$ cat config.mk
export PLATFORM = sky130hd
export DESIGN_NAME = fms_float_sequencer
export DESIGN_NICKNAME = d
export VERILOG_FILES = /design/src/fms_pkg.sv /design/src/fms_float_sequencer.sv
export SDC_FILE = /design/constraint.sdc
export NUM_CORES = 1
export LEC_CHECK = 0
export ABC_AREA = 1
export BUFFER_PORTS_ARGS = -buffer_cell sky130_fd_sc_hd__buf_4
export CORE_MARGIN = 1
export CORE_UTILIZATION = 40
export CTS_CLUSTER_DIAMETER = 60
export DETAILED_ROUTE_END_ITERATION = 10
export GPL_TIMING_DRIVEN = 0
export PLACE_DENSITY_LB_ADDON = 0.3
export SLEW_MARGIN = 10
export SYNTH_ARGS = -nofsm -noshare
export SYNTH_HDL_FRONTEND = slang
export SYNTH_SLANG_ARGS = --single-unit
$ cat constraint.sdc
create_clock -name mclk -period 7.25 [get_ports mclk]
set_input_delay 0.3625 -clock mclk [delete_from_list [all_inputs] [get_ports mclk]]
set_output_delay 0.3625 -clock mclk [all_outputs]
set_load 0.01 [all_outputs]
$ cat src/fms_pkg.sv
// Purpose: constants, types and helpers for the float mode sequencer
// Assumes: 25 MHz mclk, 16-bit registers at 8-bit addresses
// Notes:
// Operation
// - slot uses float mode when its emitter select field reads zero
// - float between connect pulses enabled when slot float enable equals three
// - first-pair arithmetic value two subtracts first pulse, adds second
// - routing word 0xAE65 passes amplifier and integrator, bypasses band-pass filter
// - amplifier reference value two selects the 0.9 V setting
// - cathode select value two gives 250 mV reverse bias at precondition
// - cathode override bit set makes per-slot cathode fields win over legacy
// - during precondition the photodiode stays connected to the amplifier
// - integrator stays off throughout precondition
// - float start disconnects photodiode and amplifier from receive path
// - integrator is cleared right before positive phase
// - positive integration starts while photodiode still floats
// - negative phase begins after positive phase, before reconnection
// - photodiode reconnects during negative phase to dump charge
// - amplifier disconnects while integrator finishes negative phase
// - integrator output held after negative phase until ADC samples
// - LED fires only between float start and reconnection
// - only the first pulse may be short; later pulses share one length
// - differential ambient result is second measurement minus first
// - without drift cancel any pulse count is allowed and summed
// - precondition duration programmable per slot in float control bits 12:8
package fms_pkg;
  localparam logic [7:0]  ADDR_EMITTER    = 8'h14;
  localparam logic [7:0]  ADDR_A_AMPREF   = 8'h42;
  localparam logic [7:0]  ADDR_A_ROUTE    = 8'h43;
  localparam logic [7:0]  ADDR_B_AMPREF   = 8'h44;
  localparam logic [7:0]  ADDR_B_ROUTE    = 8'h45;
  localparam logic [7:0]  ADDR_CATHODE    = 8'h54;
  localparam logic [7:0]  ADDR_ARITH      = 8'h58;
  localparam logic [7:0]  ADDR_B_FLOAT    = 8'h59;
  localparam logic [7:0]  ADDR_A_FLOAT    = 8'h5E;
  localparam logic [15:0] REG_RESET       = 16'h0000;
  localparam int          EMIT_A_LSB      = 0;
  localparam int          EMIT_B_LSB      = 2;
  localparam int          FLT_EN_LSB      = 13;
  localparam int          PRECON_LSB      = 8;
  localparam int          ARITH_A_LSB     = 1;
  localparam int          ARITH_B_LSB     = 5;
  localparam int          AMPREF_LSB      = 4;
  localparam int          CATH_A_LSB      = 8;
  localparam int          CATH_B_LSB      = 10;
  localparam int          CATH_OVR_BIT    = 7;
  localparam logic [1:0]  EMIT_FLOAT      = 2'h0;
  localparam logic [1:0]  FLT_EN_ON       = 2'h3;
  localparam logic [1:0]  ARITH_SUB_ADD   = 2'h2;
  localparam logic [1:0]  AMPREF_0V9      = 2'h2;
  localparam logic [1:0]  CATH_250MV      = 2'h2;
  localparam logic [15:0] ROUTE_FLOAT     = 16'hAE65;
  localparam int          CLK_PERIOD_NS   = 40;
  localparam int          NS_PER_US       = 1000;
  localparam int          CYC_PER_US      = NS_PER_US / CLK_PERIOD_NS;
  localparam int          FLOAT_MIN_US    = 4;
  localparam int          INT_HALF_NS     = 1000;
  localparam logic [15:0] HALF_CYC        = 16'(INT_HALF_NS / CLK_PERIOD_NS);
  localparam logic [15:0] CLEAR_CYC       = 16'h0001;
  localparam int          ACC_W           = 20;
  localparam int          ADC_W           = 14;

  typedef enum logic [3:0] {S_IDLE, S_PRECON, S_FLOAT, S_CLEAR, S_POS, S_NEGF, S_DUMP, S_TAIL, S_HOLD} fms_phase_t;

  typedef struct packed {
    logic [7:0] pulses;
    logic [9:0] first_float_us;
    logic [9:0] float_us;
    logic [4:0] connect_us;
  } fms_timing_t;

  typedef struct packed {
    logic pd_connect;
    logic tia_connect;
    logic int_clear;
    logic int_pos;
    logic int_neg;
    logic int_hold;
    logic led_fire;
  } fms_afe_t;

  typedef struct packed {
    logic       bpf_bypass_a;
    logic       bpf_bypass_b;
    logic       amp_ref_09v_a;
    logic       amp_ref_09v_b;
    logic [1:0] cathode_sel_a;
    logic [1:0] cathode_sel_b;
  } fms_cfg_t;

  function automatic logic [15:0] fms_cycles(input logic [9:0] us);
    return (us == 10'h000) ? 16'h0001 : 16'(us * CYC_PER_US);
  endfunction : fms_cycles
endpackage : fms_pkg

$ cat src/fms_float_sequencer.sv
// Purpose: float mode measurement cycle sequencer with configuration registers
// Assumes: slot_start, adc_done and adc_data come from logic on mclk
// Notes: timing fields outside this register set arrive as plain inputs
`timescale 1ns/1ps
module fms_float_sequencer
  import fms_pkg::*;
(
  input  wire logic               mclk,
  input  wire logic               resetn,
  input  wire logic               reg_wr,
  input  wire logic               reg_rd,
  input  wire logic [7:0]         reg_addr,
  input  wire logic [15:0]        reg_wdata,
  output logic      [15:0]        reg_rdata,
  input  wire logic               slot_start,
  input  wire logic               slot_b_sel,
  input  wire fms_timing_t        timing_a,
  input  wire fms_timing_t        timing_b,
  input  wire logic [1:0]         cathode_legacy_a,
  input  wire logic [1:0]         cathode_legacy_b,
  input  wire logic               led_enable,
  input  wire logic               adc_done,
  input  wire logic [ADC_W-1:0]   adc_data,
  output fms_afe_t                afe,
  output fms_cfg_t                cfg,
  output logic                    busy,
  output logic signed [ACC_W-1:0] result,
  output logic                    result_valid
);

  typedef struct packed {
    fms_phase_t              phase;
    logic [15:0]             cnt;
    logic [7:0]              pulse;
    logic                    slot_b;
    logic signed [ACC_W-1:0] acc;
    logic signed [ACC_W-1:0] result;
    logic                    result_valid;
    logic [15:0]             rdata;
    logic [15:0]             emitter;
    logic [15:0]             a_ampref;
    logic [15:0]             a_route;
    logic [15:0]             b_ampref;
    logic [15:0]             b_route;
    logic [15:0]             cathode;
    logic [15:0]             arith;
    logic [15:0]             b_float;
    logic [15:0]             a_float;
  } fms_regs_t;

  fms_regs_t s;
  fms_regs_t next_s;

  function automatic logic [1:0] fld2(input logic [15:0] w, input int lsb);
    return w[lsb +: 2];
  endfunction : fld2

  function automatic logic slot_float_ok(input fms_regs_t r, input logic b);
    logic [1:0] emit;
    logic [1:0] en;
    emit = b ? fld2(r.emitter, EMIT_B_LSB) : fld2(r.emitter, EMIT_A_LSB);
    en   = b ? fld2(r.b_float, FLT_EN_LSB) : fld2(r.a_float, FLT_EN_LSB);
    return (emit == EMIT_FLOAT) && (en == FLT_EN_ON);
  endfunction : slot_float_ok

  // the precondition field is read at slot start and again between pulses
  function automatic logic [4:0] precon_field(input fms_regs_t r, input logic b);
    return b ? r.b_float[PRECON_LSB +: 5] : r.a_float[PRECON_LSB +: 5];
  endfunction : precon_field

  fms_timing_t             tim;
  logic [4:0]              precon_us;
  logic [1:0]              arith_sel;
  logic [9:0]              flt_us;
  logic [15:0]             float_len;
  logic [15:0]             last_pulse;
  logic signed [ACC_W-1:0] sample;

  always_comb begin
    tim        = s.slot_b ? timing_b : timing_a;
    precon_us  = precon_field(s, s.slot_b);
    arith_sel  = s.slot_b ? fld2(s.arith, ARITH_B_LSB) : fld2(s.arith, ARITH_A_LSB);
    // only the first pulse takes the short float time
    flt_us     = (s.pulse == 8'h00) ? tim.first_float_us : tim.float_us;
    // clamp keeps the phase arithmetic from wrapping on a bad setting
    if (flt_us < 10'(FLOAT_MIN_US)) begin
      flt_us = 10'(FLOAT_MIN_US);
    end
    float_len  = fms_cycles(flt_us) - (HALF_CYC + HALF_CYC) - CLEAR_CYC;
    last_pulse = (tim.pulses == 8'h00) ? 16'h0000 : {8'h00, tim.pulses - 8'h01};
    sample     = ACC_W'($signed({1'b0, adc_data}));
  end

  always_comb begin
    next_s              = s;
    next_s.result_valid = 1'b0;
    if (reg_wr) begin
      case (reg_addr)
        ADDR_EMITTER:  next_s.emitter  = reg_wdata;
        ADDR_A_AMPREF: next_s.a_ampref = reg_wdata;
        ADDR_A_ROUTE:  next_s.a_route  = reg_wdata;
        ADDR_B_AMPREF: next_s.b_ampref = reg_wdata;
        ADDR_B_ROUTE:  next_s.b_route  = reg_wdata;
        ADDR_CATHODE:  next_s.cathode  = reg_wdata;
        ADDR_ARITH:    next_s.arith    = reg_wdata;
        ADDR_B_FLOAT:  next_s.b_float  = reg_wdata;
        ADDR_A_FLOAT:  next_s.a_float  = reg_wdata;
        default:       next_s.rdata    = s.rdata;
      endcase
    end
    if (reg_rd) begin
      case (reg_addr)
        ADDR_EMITTER:  next_s.rdata = s.emitter;
        ADDR_A_AMPREF: next_s.rdata = s.a_ampref;
        ADDR_A_ROUTE:  next_s.rdata = s.a_route;
        ADDR_B_AMPREF: next_s.rdata = s.b_ampref;
        ADDR_B_ROUTE:  next_s.rdata = s.b_route;
        ADDR_CATHODE:  next_s.rdata = s.cathode;
        ADDR_ARITH:    next_s.rdata = s.arith;
        ADDR_B_FLOAT:  next_s.rdata = s.b_float;
        ADDR_A_FLOAT:  next_s.rdata = s.a_float;
        default:       next_s.rdata = REG_RESET;
      endcase
    end
    case (s.phase)
      S_IDLE: begin
        // a start on a slot not set up for float is ignored
        if (slot_start && slot_float_ok(s, slot_b_sel)) begin
          next_s.slot_b = slot_b_sel;
          next_s.pulse  = 8'h00;
          next_s.acc    = '0;
          next_s.phase  = S_PRECON;
          next_s.cnt    = fms_cycles({5'h00, precon_field(s, slot_b_sel)}) - 16'h0001;
        end
      end
      S_PRECON: begin
        if (s.cnt == 16'h0000) begin
          next_s.phase = S_FLOAT;
          next_s.cnt   = float_len - 16'h0001;
        end else begin
          next_s.cnt = s.cnt - 16'h0001;
        end
      end
      S_FLOAT: begin
        if (s.cnt == 16'h0000) begin
          next_s.phase = S_CLEAR;
          next_s.cnt   = CLEAR_CYC - 16'h0001;
        end else begin
          next_s.cnt = s.cnt - 16'h0001;
        end
      end
      S_CLEAR: begin
        next_s.phase = S_POS;
        next_s.cnt   = HALF_CYC - 16'h0001;
      end
      S_POS: begin
        if (s.cnt == 16'h0000) begin
          next_s.phase = S_NEGF;
          next_s.cnt   = HALF_CYC - 16'h0001;
        end else begin
          next_s.cnt = s.cnt - 16'h0001;
        end
      end
      S_NEGF: begin
        if (s.cnt == 16'h0000) begin
          next_s.phase = S_DUMP;
          next_s.cnt   = fms_cycles({5'h00, tim.connect_us}) - 16'h0001;
        end else begin
          next_s.cnt = s.cnt - 16'h0001;
        end
      end
      S_DUMP: begin
        if (s.cnt == 16'h0000) begin
          next_s.phase = S_TAIL;
          next_s.cnt   = HALF_CYC - 16'h0001;
        end else begin
          next_s.cnt = s.cnt - 16'h0001;
        end
      end
      S_TAIL: begin
        if (s.cnt == 16'h0000) begin
          next_s.phase = S_HOLD;
        end else begin
          next_s.cnt = s.cnt - 16'h0001;
        end
      end
      S_HOLD: begin
        if (adc_done) begin
          // first pulse subtracted under the sub/add setting, all others summed
          if ((s.pulse == 8'h00) && (arith_sel == ARITH_SUB_ADD)) begin
            next_s.acc = s.acc - sample;
          end else begin
            next_s.acc = s.acc + sample;
          end
          if ({8'h00, s.pulse} >= last_pulse) begin
            next_s.result       = (s.pulse == 8'h00 && arith_sel == ARITH_SUB_ADD) ? s.acc - sample
                                                                                  : s.acc + sample;
            next_s.result_valid = 1'b1;
            next_s.phase        = S_IDLE;
          end else begin
            next_s.pulse = s.pulse + 8'h01;
            next_s.phase = S_PRECON;
            next_s.cnt   = fms_cycles({5'h00, precon_us}) - 16'h0001;
          end
        end
      end
      default: next_s.phase = S_IDLE;
    endcase
  end

  always_ff @(posedge mclk or negedge resetn) begin
    if (!resetn) begin
      s <= '{phase: S_IDLE, cnt: 16'h0000, pulse: 8'h00, slot_b: 1'b0, acc: '0, result: '0,
             result_valid: 1'b0, rdata: REG_RESET, emitter: REG_RESET, a_ampref: REG_RESET,
             a_route: REG_RESET, b_ampref: REG_RESET, b_route: REG_RESET, cathode: REG_RESET,
             arith: REG_RESET, b_float: REG_RESET, a_float: REG_RESET};
    end else begin
      s <= next_s;
    end
  end

  always_comb begin
    afe.pd_connect  = (s.phase == S_PRECON) || (s.phase == S_DUMP);
    afe.tia_connect = (s.phase == S_PRECON) || (s.phase == S_DUMP);
    afe.int_clear   = (s.phase == S_CLEAR);
    afe.int_pos     = (s.phase == S_POS);
    afe.int_neg     = (s.phase == S_NEGF) || (s.phase == S_DUMP) || (s.phase == S_TAIL);
    afe.int_hold    = (s.phase == S_HOLD);
    // LED window is the whole float span, A up to D
    afe.led_fire    = led_enable && ((s.phase == S_FLOAT) || (s.phase == S_CLEAR) ||
                                     (s.phase == S_POS) || (s.phase == S_NEGF));
  end

  always_comb begin
    cfg.bpf_bypass_a  = (s.a_route == ROUTE_FLOAT);
    cfg.bpf_bypass_b  = (s.b_route == ROUTE_FLOAT);
    cfg.amp_ref_09v_a = (fld2(s.a_ampref, AMPREF_LSB) == AMPREF_0V9);
    cfg.amp_ref_09v_b = (fld2(s.b_ampref, AMPREF_LSB) == AMPREF_0V9);
    // value two of the selected field means 250 mV reverse bias
    cfg.cathode_sel_a = s.cathode[CATH_OVR_BIT] ? fld2(s.cathode, CATH_A_LSB) : cathode_legacy_a;
    cfg.cathode_sel_b = s.cathode[CATH_OVR_BIT] ? fld2(s.cathode, CATH_B_LSB) : cathode_legacy_b;
  end

  assign reg_rdata    = s.rdata;
  assign busy         = (s.phase != S_IDLE);
  assign result       = s.result;
  assign result_valid = s.result_valid;
endmodule : fms_float_sequencer

==> results list, run 1 <==
- Worst hold path endpoint: result[0]$_DFFE_PN0P_
- The initialized floorplan defines 74 standard-cell rows.
- Clock tree from TritonCTS: done
- Classification of the worst setup path: flop to flop
- The routed layout has 15,413 vias.
- Count of different cell masters after synthesis: 70
- Biggest cell delay along the critical path: 0.64 ns
- Number of synthesized flops with an enable pin: 0
* Footprint of the multi-input gates: 9219 um^2
- Placed wire-length estimate after detailed placement: 37,400 um
* Main synth FF type: dfrtp_1
- Register-to-Register Setup Slack: 0.74 ns
- Vias in the first global route: 15,168
* Area of the mapped netlist: 16,700 um^2
- Share of the clock period used by the worst path: 89.86%
* Final sum of negative setup slack: 0 ns
* DRC violation count after routing: 3
- Sequential cell area fraction in the yosys report: 34.47%
* Worst EP arrival: 6.98 ns
- Share of Yosys cell area claimed by the top area cell type: 34.47%
- Summed over all layers, the global routing overflow is 0.
- Fill cells in the final layout number 4,045.
- Global routing consumed, over all layers together, 22.69% of the routing resources.
* Critical path's top delay family: adder cells
- In this run the critical register-to-register path is captured at s[224]$_DFFE_PN0P_.
- IR Drop Worst-Case VDD: 0.3260 mV
* Bufs and invs on worst path: 8
* Detail Route Antenna Nets: 0
- Final number of hold-violating endpoints: 0
- Area grow syn2layout: 17.99%
- Routed wire length per instance: 16.08 um
* Outcome: finished, violations left
* Synthesized area per cell: 7.614 um^2
- The clock reaches the later pin of the worst-skew pair after 0.57 ns.
- Critical R2R Launch: s[201]$_DFFE_PN0P_
- For the pin with the worst max-slew slack, the measured transition is 1.307 ns.
- Unrepaired setup endpoints after global routing: false
* Number of buffers added on ports: 166
- Among the stages of the critical path, the cell type that occurs most often is nand2_1.
- STA classifies the critical path endpoint as a flop.
- The initial utilization of the core area, before any placement, comes to 40.71%.
- The clock drives 230 sinks.
- After synthesis, the share of flip-flops with an asynchronous set or reset is 100.0%.
- The die is 206.3 um tall.
- Max-capacitance violation count: 0
- Sequential standard cell area: 5756 um^2
- Post-route minimum period: 6.515 ns
- CTS built an H-tree with a depth of 1.
- Layout Nets: 2,646
- Post-route core utilization: 48.03%
- The worst setup path is launched from a flop.
- The number of antenna violations at the first check in global routing was 1.
- Dividing total power by cell area gives a power density of 343.7 nW/um^2.
* Via-to-Cell Ratio: 5.225
- Req. time, crit path: 7.72 ns
- TritonCTS created 29 clock buffers.
- Final setup violation count: 0
* Routability congestion estimate from global placement: 0.9299
- Before antenna repair, the detailed router went through 9 iterations.
* Root Driver: clkbuf_16
- The largest individual stage delay along the critical path comes from the cell o21ai_0.
* Share of post-route cells with drive strength above 1: 15.68%
* CTS-repair resized insts: 0
- The analysis attributes to cell leakage a power of 10.28 nW.
* Startpoint of the most critical hold path: adc_data[0]
* Violations in the final reports: design-rule violations
- The max-slew violation total from the final report came to 0.
- Derived from the worst setup path, the maximum achievable clock frequency is 153.5 MHz.
- Relative slew slack: 12.17%
* Number of buffers on the longest clock path: 3
- Ranking of synthesized cells by area: dfrtp_1 (34%), nand2_1 (12%), ha_1 (9.5%)
- The first global-routing pass estimated 77,290 um of wire.
- For the worst flop-to-flop path, the logic depth is 31.
* Number of standard cells after synthesis: 2,193
- Clock-pin slew was measured on the worst setup and hold paths at 0.06 ns.
- The die is 206.3 um wide.
- For the final database, setup skew stands at 0.01274 ns.
* Die ar.: 42,560 um^2
- In this run the count of I/O pins placed on the die edge is 169.
* Largest fanout on the critical path: 10
- The routed design has 47,440 um of wire.
- Pin count of the biggest net entering global routing: 106
* Detailed router's first-iteration violation count: 936
* Path class of the lowest-slack min-delay path: input pin to flop
- For this run, the number of Yosys warnings is 0.
* Core area: 41,020 um^2
- When the netlist entered floorplanning its net count stood at 2,445.
- Library cell occupying the most area in the post-synthesis netlist: dfrtp_1
- The synthesized design contains 230 register bits.
- Along the worst hold path, the cell count comes to 3.
cells in the mapped netlist (all sizes together) (6+ instances only):
library cell / number
nand2: 549
inv: 298
o21ai: 266
dfrtp: 230
ha: 127
nor2: 120
nand3: 97
a21oi: 65
buf: 53
xor2: 49
clkbuf: 47
a22o: 34
nor3: 34
a221oi: 30
or2: 29
nand4: 28
xnor2: 15
mux2: 14
a31oi: 9
fa: 9
o31ai: 9
nor4: 8
o211ai: 7
nand3b: 6
o21bai: 6
o22ai: 6
o41ai: 6
logic make-up (layout without fill, tap and decap cells):
| family | after synthesis | in the layout | synth area share (%) |
|---|---|---|---|
| compound gates | 461 | 461 | 16.64 |
| xor+xnor | 64 | 64 | 3.357 |
| fa+ha+maj | 136 | 136 | 10.60 |
| buf+inv | 402 | 626 | 10.32 |
| flops | 230 | 230 | 34.47 |
| mux | 19 | 19 | 1.244 |
| other cells | 0 | 1 | 0 |
| simple gates | 881 | 881 | 23.38 |
where the power goes:
group	internal (mW)	leakage, nW	switching (mW)	total (mW)
combinational	1.33	6.66	2.40	3.73
sequential	1.43	3.12	0.110	1.55
clock	0.904	0.498	0.591	1.49
routing by layer:
layer / vias to the layer above / global-route usage [%] / wire, um
li1: 7647 / - / -
met1: 7316 / 29.42 / 20840
met2: 362 / 39.74 / 23300
met3: 88 / 2.129 / 1955
met4: 0 / 6.828 / 1342
met5: - / 0 / 0
sequential cells by signal, indices dropped and copies added (netlist names):
name / cells
reg_rdata: 16
result: 20
result_valid: 1
s: 193
metrics by stage:
stage | area (um^2) | worst slack (ns) | hold slack [ns] | std cells | power, mW
global placement | 18610 | 0.8178 | 0.4652 | 2891 | 5.198
finish | 19700 | 0.7355 | 0.1739 | 2950 | 6.772
CTS | 19700 | 0.7371 | 0.1482 | 2949 | 6.776
floorplan | 16700 | 2.147 | 0.06691 | 2193 | 4.384
global route | 19700 | 0.3021 | 0.1664 | 2950 | 7.403
detailed placement | 18670 | 0.7739 | 0.3499 | 2893 | 5.236
final cells by class:
| cell class | count | share of cell area, % |
|---|---|---|
| clock inverter | 12 | 0.7240 |
| antenna | 1 | 0.01270 |
| clock buffer | 42 | 4.388 |
| sequential | 230 | 29.21 |
| inverter | 302 | 5.773 |
| buffer | 100 | 2.972 |
| multi-input combinational | 1561 | 46.79 |
| tap | 532 | 3.379 |
| timing repair buffer | 170 | 6.745 |
cell usage in the layout, fill, tap and decap left out, types with 26 or more instances in the layout:
cell	synthesis	layout
inv_1	278	278
o21ai_0	230	230
xor2_1	49	49
nand2_1	535	535
ha_1	127	127
dfrtp_1	230	230
nand4_1	26	26
buf_4	38	203
nand3_1	92	92
nor3_1	28	28
clkbuf_16	0	29
nor2_1	109	109
a21oi_1	64	64
a221oi_1	30	30
a22o_1	34	34
clkbuf_1	47	51
worst reg2reg max path, delay by kind of cell, from the launching register on:
kind,cells,cell delay [ns]
compound gates,4,1.41
fa+ha+maj,5,1.57
buf+inv,8,1.48
flops,1,0.34
mux,1,0.15
simple gates,13,1.49
worst max path at each step:
stage | slack (ns) | start | end | cells past startpoint
after floorplan | 2.15 | s[201]$_DFFE_PN0P_ | s[224]$_DFFE_PN0P_ | 31
after global placement | 0.82 | s[201]$_DFFE_PN0P_ | s[224]$_DFFE_PN0P_ | 31
after detailed placement | 0.77 | s[201]$_DFFE_PN0P_ | s[224]$_DFFE_PN0P_ | 31
after CTS | 0.74 | s[201]$_DFFE_PN0P_ | s[224]$_DFFE_PN0P_ | 31
after global routing | 0.30 | s[201]$_DFFE_PN0P_ | s[224]$_DFFE_PN0P_ | 31
final | 0.74 | s[201]$_DFFE_PN0P_ | s[224]$_DFFE_PN0P_ | 31
repair_timing:
action / in CTS / in global routing
setup endpoints to repair: 0 / 0
endpoints found under the hold margin: 62 / 0
buffers inserted: 0 / 0
hold buffers: 2 / 0
Power figures use the tool's default switching activity.
==> run 2: changes to the inputs <==
REMOVE_ABC_BUFFERS = 1   (was not set)
==> run 2 against run 1 <==
Net effect: the flow still finishes with violations (design-rule violations); sequential power is essentially flat; sequential share of layout area rose by 0.79 points; via count decreased by 4.1%; non-clock buffer count decreased by 93; wire length fell by 8.7%; fmax grew 6.7%.
==> results list, run 2 (same netlist as run 1, synthesis figures left out) <==
- Setup skew after layout: 0.04421 ns (+0.03147 ns)
* Classification of the worst setup path: flop to flop
* Via-to-Cell Ratio: 5.177 (-0.91%)
- Most frequent cell on the critical path: nand2_1
- The path with the worst hold slack has its endpoint at s[52]$_DFFE_PN0P_.
- The leakage dissipation was 9.970 nW (-3.0%).
* Final setup violation count: 0 (unchanged)
- First-pass GRT wire length: 72,330 um (-6.4%)
- Chip height: 206.3 um (unchanged)
- R2r worst-path depth: 33 (+6.5%)
- Overall Global Routing Usage: 20.85% (-1.8 points)
* Pin count of the biggest net entering global routing: 104 (-1.9%)
- Most common cell after layout, fill and taps aside: nand2_1
- Setup repair after global routing left no endpoint under its margin.
* Total number of vias: 14,781 (-4.1%)
- Cell area after layout: 19,180 um^2 (-2.6%)
- Violations in the final reports: design-rule violations
* Number of diodes added for antenna fixing: 0 (-1)
- The clock period minus final worst setup slack is 6.108 ns (-0.4068 ns).
- Outcome: finished, violations left
- Req. time, crit path: 7.70 ns (-0.02 ns)
- The startpoint identified for the worst hold timing path is reg_wdata[4].
- Max-capacitance violation count: 0 (unchanged)
* Leading cell types in the layout, fill and taps excluded: nand2_1 (535), inv_1 (278), o21ai_0 (230)
- CTS buffer count: 30 (+3.4%)
- Detail Route Antenna Nets: 0 (unchanged)
- The area enclosed by the die boundary came to 42,560 um^2 (unchanged).
* X dimension of the die: 206.3 um (unchanged)
- Cell Count Post-Placement: 2,800 (-3.2%)
* Detailed router's first-iteration violation count: 972 (+3.8%)
- The average detailed-routed wire length per instance is 15.17 um (-5.7%).
- Total gr overflow: 0 (unchanged)
- The largest vdd supply drop came to 0.2637 mV (-19%).
* Biggest cell delay along the critical path: 0.44 ns (-0.20 ns)
- The largest fanout of any net on the critical path is 10 (unchanged).
- Clock slew at the register clock pins of the worst setup and hold paths: 0.06 ns (about the same)
* Clock insertion delay at the later pin of the skew report: 0.59 ns (+0.02 ns)
- Compared with the post-synthesis result, the final layout area differs by 14.90%.
- The filler cell count in the final layout is 4,091 (+1.1%).
* FF-to-FF End: s[220]$_DFFE_PN0P_
* Capturing element type of the critical path: flop
- The number of placement rows came to 74 (unchanged).
- The net count reported at finish was 2,554 (-3.5%).
- Post-route insts no fill: 2,855 (-3.2%)
* Register-to-Register Setup Slack: 1.14 ns (+0.41 ns)
- The aggregate negative setup slack came to 0 ns (unchanged).
* Post-place instance area: 18,200 um^2 (-2.5%)
* Critical Path Source Type: flop
- The utilization after layout is 46.77% (-1.3 points).
- Clock tree from TritonCTS: done
- The max-slew violation total from the final report came to 0 (unchanged).
* Root Driver: clkbuf_16
* Total iterations of the first detailed-routing run: 8 (-1)
* Critical R2R Launch: s[202]$_DFFE_PN0P_
- Number of buffers on the longest clock path: 3 (unchanged)
- Worst-Margin Slew: 1.154 ns (-0.1534 ns)
- The total number of clock tree sinks was 230 (unchanged).
- The HPWL after detailed placement came to 33,290 um (-11%).
* Initial antenna violation count: 0 (-1)
* Share of post-route cells with drive strength above 1: 14.51% (-1.2 points)
* Max frequency: 163.7 MHz (+6.7%)
- Worst hold path stage count: 3 (unchanged)
* Post-Route WL: 43,320 um (-8.7%)
- The top-level I/O count came to 169 (unchanged).
- The detailed-route DRC error count was 2 (-1).
- Core area: 41,020 um^2 (unchanged)
- The maximum level of the CTS H-tree is 1 (unchanged).
- The placer congestion estimate is 0.9340 (+0.44%).
* Path class of the lowest-slack min-delay path: input pin to flop
- The flip-flop count of the largest register after layout was 193 (unchanged).
* Worst EP arrival: 6.56 ns (-0.42 ns)
* Effective utilization at floorplan: 40.71% (unchanged)
- Vias in the first global route: 14,571 (-3.9%)
- The tightest slew margin relative to the limit is 22.78% (+11 points).
* Number of buffers added on ports: 168 (+1.2%)
- On the critical path, the stage with the largest delay is an instance of fa_1.
- The power density of the placed cells was 347.9 nW/um^2 (+1.2%).
- Counting flops per register, the top entry is s.
- The number of hold violations in the final report was 0 (unchanged).
- Share of the clock period used by the worst path: 84.24% (-5.6 points)
## run 2: where the power goes
part,switching (mW),internal [mW],leakage (nW)
sequential,0.112,1.44,3.12
clock,0.601,0.834,0.466
combinational,2.38,1.32,6.38
total,3.09,3.58,9.97
## run 2: worst max-delay path by stage
stage	start	end	slack, ns	depth (start not counted)
finish	s[202]$_DFFE_PN0P_	s[220]$_DFFE_PN0P_	1.14	33
global route	s[202]$_DFFE_PN0P_	s[220]$_DFFE_PN0P_	0.55	33
CTS	s[202]$_DFFE_PN0P_	s[220]$_DFFE_PN0P_	1.09	33
detailed placement	s[202]$_DFFE_PN0P_	s[220]$_DFFE_PN0P_	1.16	33
global placement	s[201]$_DFFE_PN0P_	s[220]$_DFFE_PN0P_	0.60	29
floorplan	s[201]$_DFFE_PN0P_	s[224]$_DFFE_PN0P_	1.75	29
## run 2: final cells by class
| class | instances | area, um^2 | area share [%] |
|---|---|---|---|
| Clock inverter | 15 | 153.9 | 0.8022 |
| Timing Repair Buffer | 177 | 1405 | 7.324 |
| Tap cell | 532 | 665.6 | 3.470 |
| Clock buffer | 38 | 810.8 | 4.226 |
| Multi-Input combinational cell | 1561 | 9255 | 48.24 |
| Sequential cell | 230 | 5757 | 30.01 |
| Inverter | 302 | 1137 | 5.928 |
## run 2: routing by layer
metal	up-vias	share of wire [%]	GRT usage, %
met5	-	0	0
met4	0	1.9	4.963
met3	64	4.3	2.476
met2	278	49	36.35
met1	6995	45	27.35
li1	7444	-	-
## run 2: stage by stage
step                hold WS [ns]  setup slack (ns)  power, mW
global route              0.1734            0.5518      7.349
CTS                       0.1444             1.085      6.708
detailed placement        0.3013             1.158      5.230
floorplan                0.06691             1.751      4.360
finish                    0.1538             1.142      6.674
global placement          0.4659            0.6000      5.163
## run 2: repair_timing
item	4_1_cts	5_1_grt
resized for setup	0	0
setup buffers	0	0
hold endpoints to repair	48	0
hold buffers	2	0
## run 2: critical path: cells and delay by family (launching register included)
kind | cells | cell delay [ns]
adders and majority gates | 6 | 1.79
AOI/OAI and AO/OA | 4 | 0.99
and+or+nand+nor | 17 | 2.03
buffers and inverters | 6 | 0.77
DFF | 1 | 0.39
==> run 3: changes to the inputs <==
clock period = 5 ns   (was 7.25 ns; I/O delays follow)
==> run 3 against run 2 <==
Net effect: the flow still finishes with violations (design-rule violations); final cell count rose by 1.6%; clock-buffer cell count did not move; first-iteration DRC count fell by 5.0%; register-to-register slack got worse by 0.97 ns; non-clock buffer count rose by 46; die area did not move; utilization rose by 1.5 points; flip-flop and latch count did not move; wire length rose by 3.2%; critical endpoint is now s[225]$_DFFE_PN0P_.
==> results list, run 3 (same netlist as run 1, synthesis figures left out) <==
- Worst Hold Margin: 0.04500 ns (-0.1088 ns)
* Site Rows: 74 (unchanged)
- Share of post-route cells with drive strength above 1: 17.76% (+3.3 points)
* Total iterations of the first detailed-routing run: 8 (unchanged)
* Area grow syn2layout: 18.53%
* Detail Route Antenna Nets: 0 (unchanged)
- Share of the clock period used by the worst path: 96.46% (+12 points)
- Effective utilization at floorplan: 40.71% (unchanged)
- IR Drop Worst-Case VDD: 0.5215 mV (+98%)
- The placer congestion estimate is 0.9340 (unchanged).
* H-tree level count: 1 (unchanged)
- STA classifies the critical path startpoint as a flop.
* CP startpoint: s[202]$_DFFE_PN0P_
- Largest fanout on the critical path: 5 (-5)
- Most common cell after layout, fill and taps aside: nand2_1
- The clock period minus final worst setup slack came to 4.823 ns (-1.285 ns).
- Number of flip-flops under the largest register name: 193 (unchanged)
* Die ar.: 42,560 um^2 (unchanged)
* Leading cell types in the layout, fill and taps excluded: nand2_1 (532), inv_1 (267), dfrtp_1 (229)
- X dimension of the die: 206.3 um (unchanged)
* Final setup violation count: 0 (unchanged)
- The total of buffers placed on input and output ports came to 168 (unchanged).
- Overall Global Routing Usage: 21.12% (+0.27 points)
- Static leakage power: 10.22 nW (+2.5%)
- The largest net degree at the start of global routing is 104 (unchanged).
- The sequential power share came to 20.9% (-2.3 points).
- Vias in the first global route: 14,758 (+1.3%)
- Net load switching power: 4.877 mW (+58%)
- The final routed wirelength across all metal layers came to 44,710 um (+3.2%).
* Register-to-Register Setup Slack: 0.18 ns (-0.97 ns)
* Initial antenna violation count: 0 (unchanged)
* Sw frac: 45.50% (-0.79 points)
* Critical R2R Launch: s[202]$_DFFE_PN0P_
* Power per unit of standard cell area: 541.7 nW/um^2 (+56%)
- Number of buffers on the longest clock path: 3 (unchanged)
- The ratio of routed vias to standard cells is 5.192 (+0.28%).
* Core area: 41,020 um^2 (unchanged)
- Relative slew slack: 21.20% (-1.6 points)
- Critical path's top delay family: adder cells
- Cell Count Post-Placement: 2,800 (unchanged)
- The HPWL after detailed placement came to 33,290 um (unchanged).
* Bufs and invs on worst path: 9 (+3)
- The portion of total power attributed to the clock network was 19.4% (-2.1 points).
- Among the stages of the critical path, the cell type that occurs most often is nor2_1.
- The total internal power was 5.843 mW (+63%).
- Biggest cell delay along the critical path: 0.45 ns (about the same)
* Top reg by flops: s
* Root Driver: clkbuf_16
* Clock slew at the register clock pins of the worst setup and hold paths: 0.06 ns (about the same)
- Layout Nets: 2,601 (+1.8%)
- The detailed-route DRC error count came to 2 (unchanged).
- Number of top-level design ports: 169 (unchanged)
- The min-delay analysis places its worst path in the category input pin to flop.
* Post-route core utilization: 48.25% (+1.5 points)
- Unrepaired setup endpoints after global routing: true
- The number of clock buffers inserted by TritonCTS was 30 (unchanged).
- The iteration-0 DRC count of the detailed router came to 923 (-5.0%).
* Clock tree from TritonCTS: done
- The global-route wire length before repair is 73,210 um (+1.2%).
* Chip height: 206.3 um (unchanged)
* Worst EP arrival: 5.35 ns (-1.21 ns)
- The number of hold violations in the final report was 0 (unchanged).
* Routed wire length per instance: 15.41 um (+1.5%)
- Post-route insts no fill: 2,902 (+1.6%)
* Number of diodes added for antenna fixing: 0 (unchanged)
- Setup skew after layout: 0.04579 ns (+0.001578 ns)
- Combinational share of power: 59.6% (+4.3 points)
- The worst hold path begins at reg_wdata[4].
- By startpoint and endpoint, the worst setup path is classified as flop to flop.
- Capturing element type of the critical path: flop
- Clock insertion delay at the later pin of the skew report: 0.59 ns (about the same)
- Outcome: finished, violations left
* Violations in the final reports: design-rule violations
* Total count of max-transition violations in the final report: 0 (unchanged)
- The total number of clock tree sinks was 230 (unchanged).
- The largest individual stage delay along the critical path comes from the cell fa_1.
* Max-capacitance violation count: 0 (unchanged)
- Req. time, crit path: 5.52 ns (-2.18 ns)
* Worst-Margin Slew: 1.178 ns (+0.02367 ns)
- Total number of vias: 15,067 (+1.9%)
* Max frequency: 207.3 MHz (+27%)
- Total gr overflow: 0 (unchanged)
run 3: changes by cell type in the layout (fill, tap and decap cells not counted), sizes merged:
cell,before,now
clkinv,11,10
nand4,28,29
clkinvlp,3,4
buf,175,220
clkbuf,38,39
run 3: final timing paths:
check,end,depth (start not counted)
max in group asynchronous,s[118]$_DFFE_PN0P_,4
min reg2reg,result[13]$_DFFE_PN0P_,2
min in group asynchronous,s[225]$_DFFE_PN0P_,2
max reg2reg,s[225]$_DFFE_PN0P_,34
max,s[225]$_DFFE_PN0P_,34
min,s[52]$_DFFE_PN0P_,3
run 3: layout make-up:
type | instances | area, um^2
clock buffers | 38 | 810.8
multi-input cells | 1562 | 9463
repair buffers | 223 | 1792
inverters | 302 | 1150
clock inverters | 15 | 153.9
fillers | 4022 | 21230
well taps | 532 | 665.6
flip-flops and latches | 230 | 5757
run 3: routing by layer:
| metal | vias up | track usage (%) | wire (um) |
|---|---|---|---|
| li1 | 7541 | - | - |
| met1 | 7139 | 27.65 | 20020 |
| met2 | 315 | 36.88 | 21720 |
| met3 | 72 | 2.491 | 1976 |
| met4 | 0 | 5.068 | 990 |
| met5 | - | 0 | 0 |
run 3: repair_timing:
action / CTS / global route
resized for setup: 23 / 37
setup buffers: 29 / 16
hold buffers: 2 / 0
pin swaps: 16 / 26
endpoints found under the hold margin: 48 / 0
setup endpoints to repair: 11 / 12
gates cloned: 0 / 2
run 3: power by group through the flow:
stage	clock, mW	sequential, mW	combinational [mW]
detailed placement	0	2.27	5.31
global placement	0	2.27	5.22
finish	2.08	2.24	6.39
floorplan	0	2.23	4.09
global route	2.20	2.27	7.23
CTS	2.13	2.24	5.66
run 3: per-stage QoR:
stage | worst slack [ns] | setup TNS, ns | instance area [um^2] | power (mW)
floorplan | -0.4991 | -3.361 | 16110 | 6.321
global placement | -1.650 | -30.43 | 18040 | 7.486
detailed placement | -1.092 | -8.950 | 18200 | 7.583
CTS | 0.0005564 | 0 | 19480 | 10.03
global route | -0.1177 | -0.6018 | 19790 | 11.70
finish | 0.1770 | 0 | 19790 | 10.72
run 3: worst register-to-register path, delay by kind of cell, from the launching register on:
family                     cells  cell delay, ns
xor gates and xnor gates       1            0.15
adders and majority gates      5            1.39
buffers and inverters          9            0.89
AOI/OAI and AO/OA              3            0.71
and+or+nand+nor               16            1.26
DFF                            1            0.37
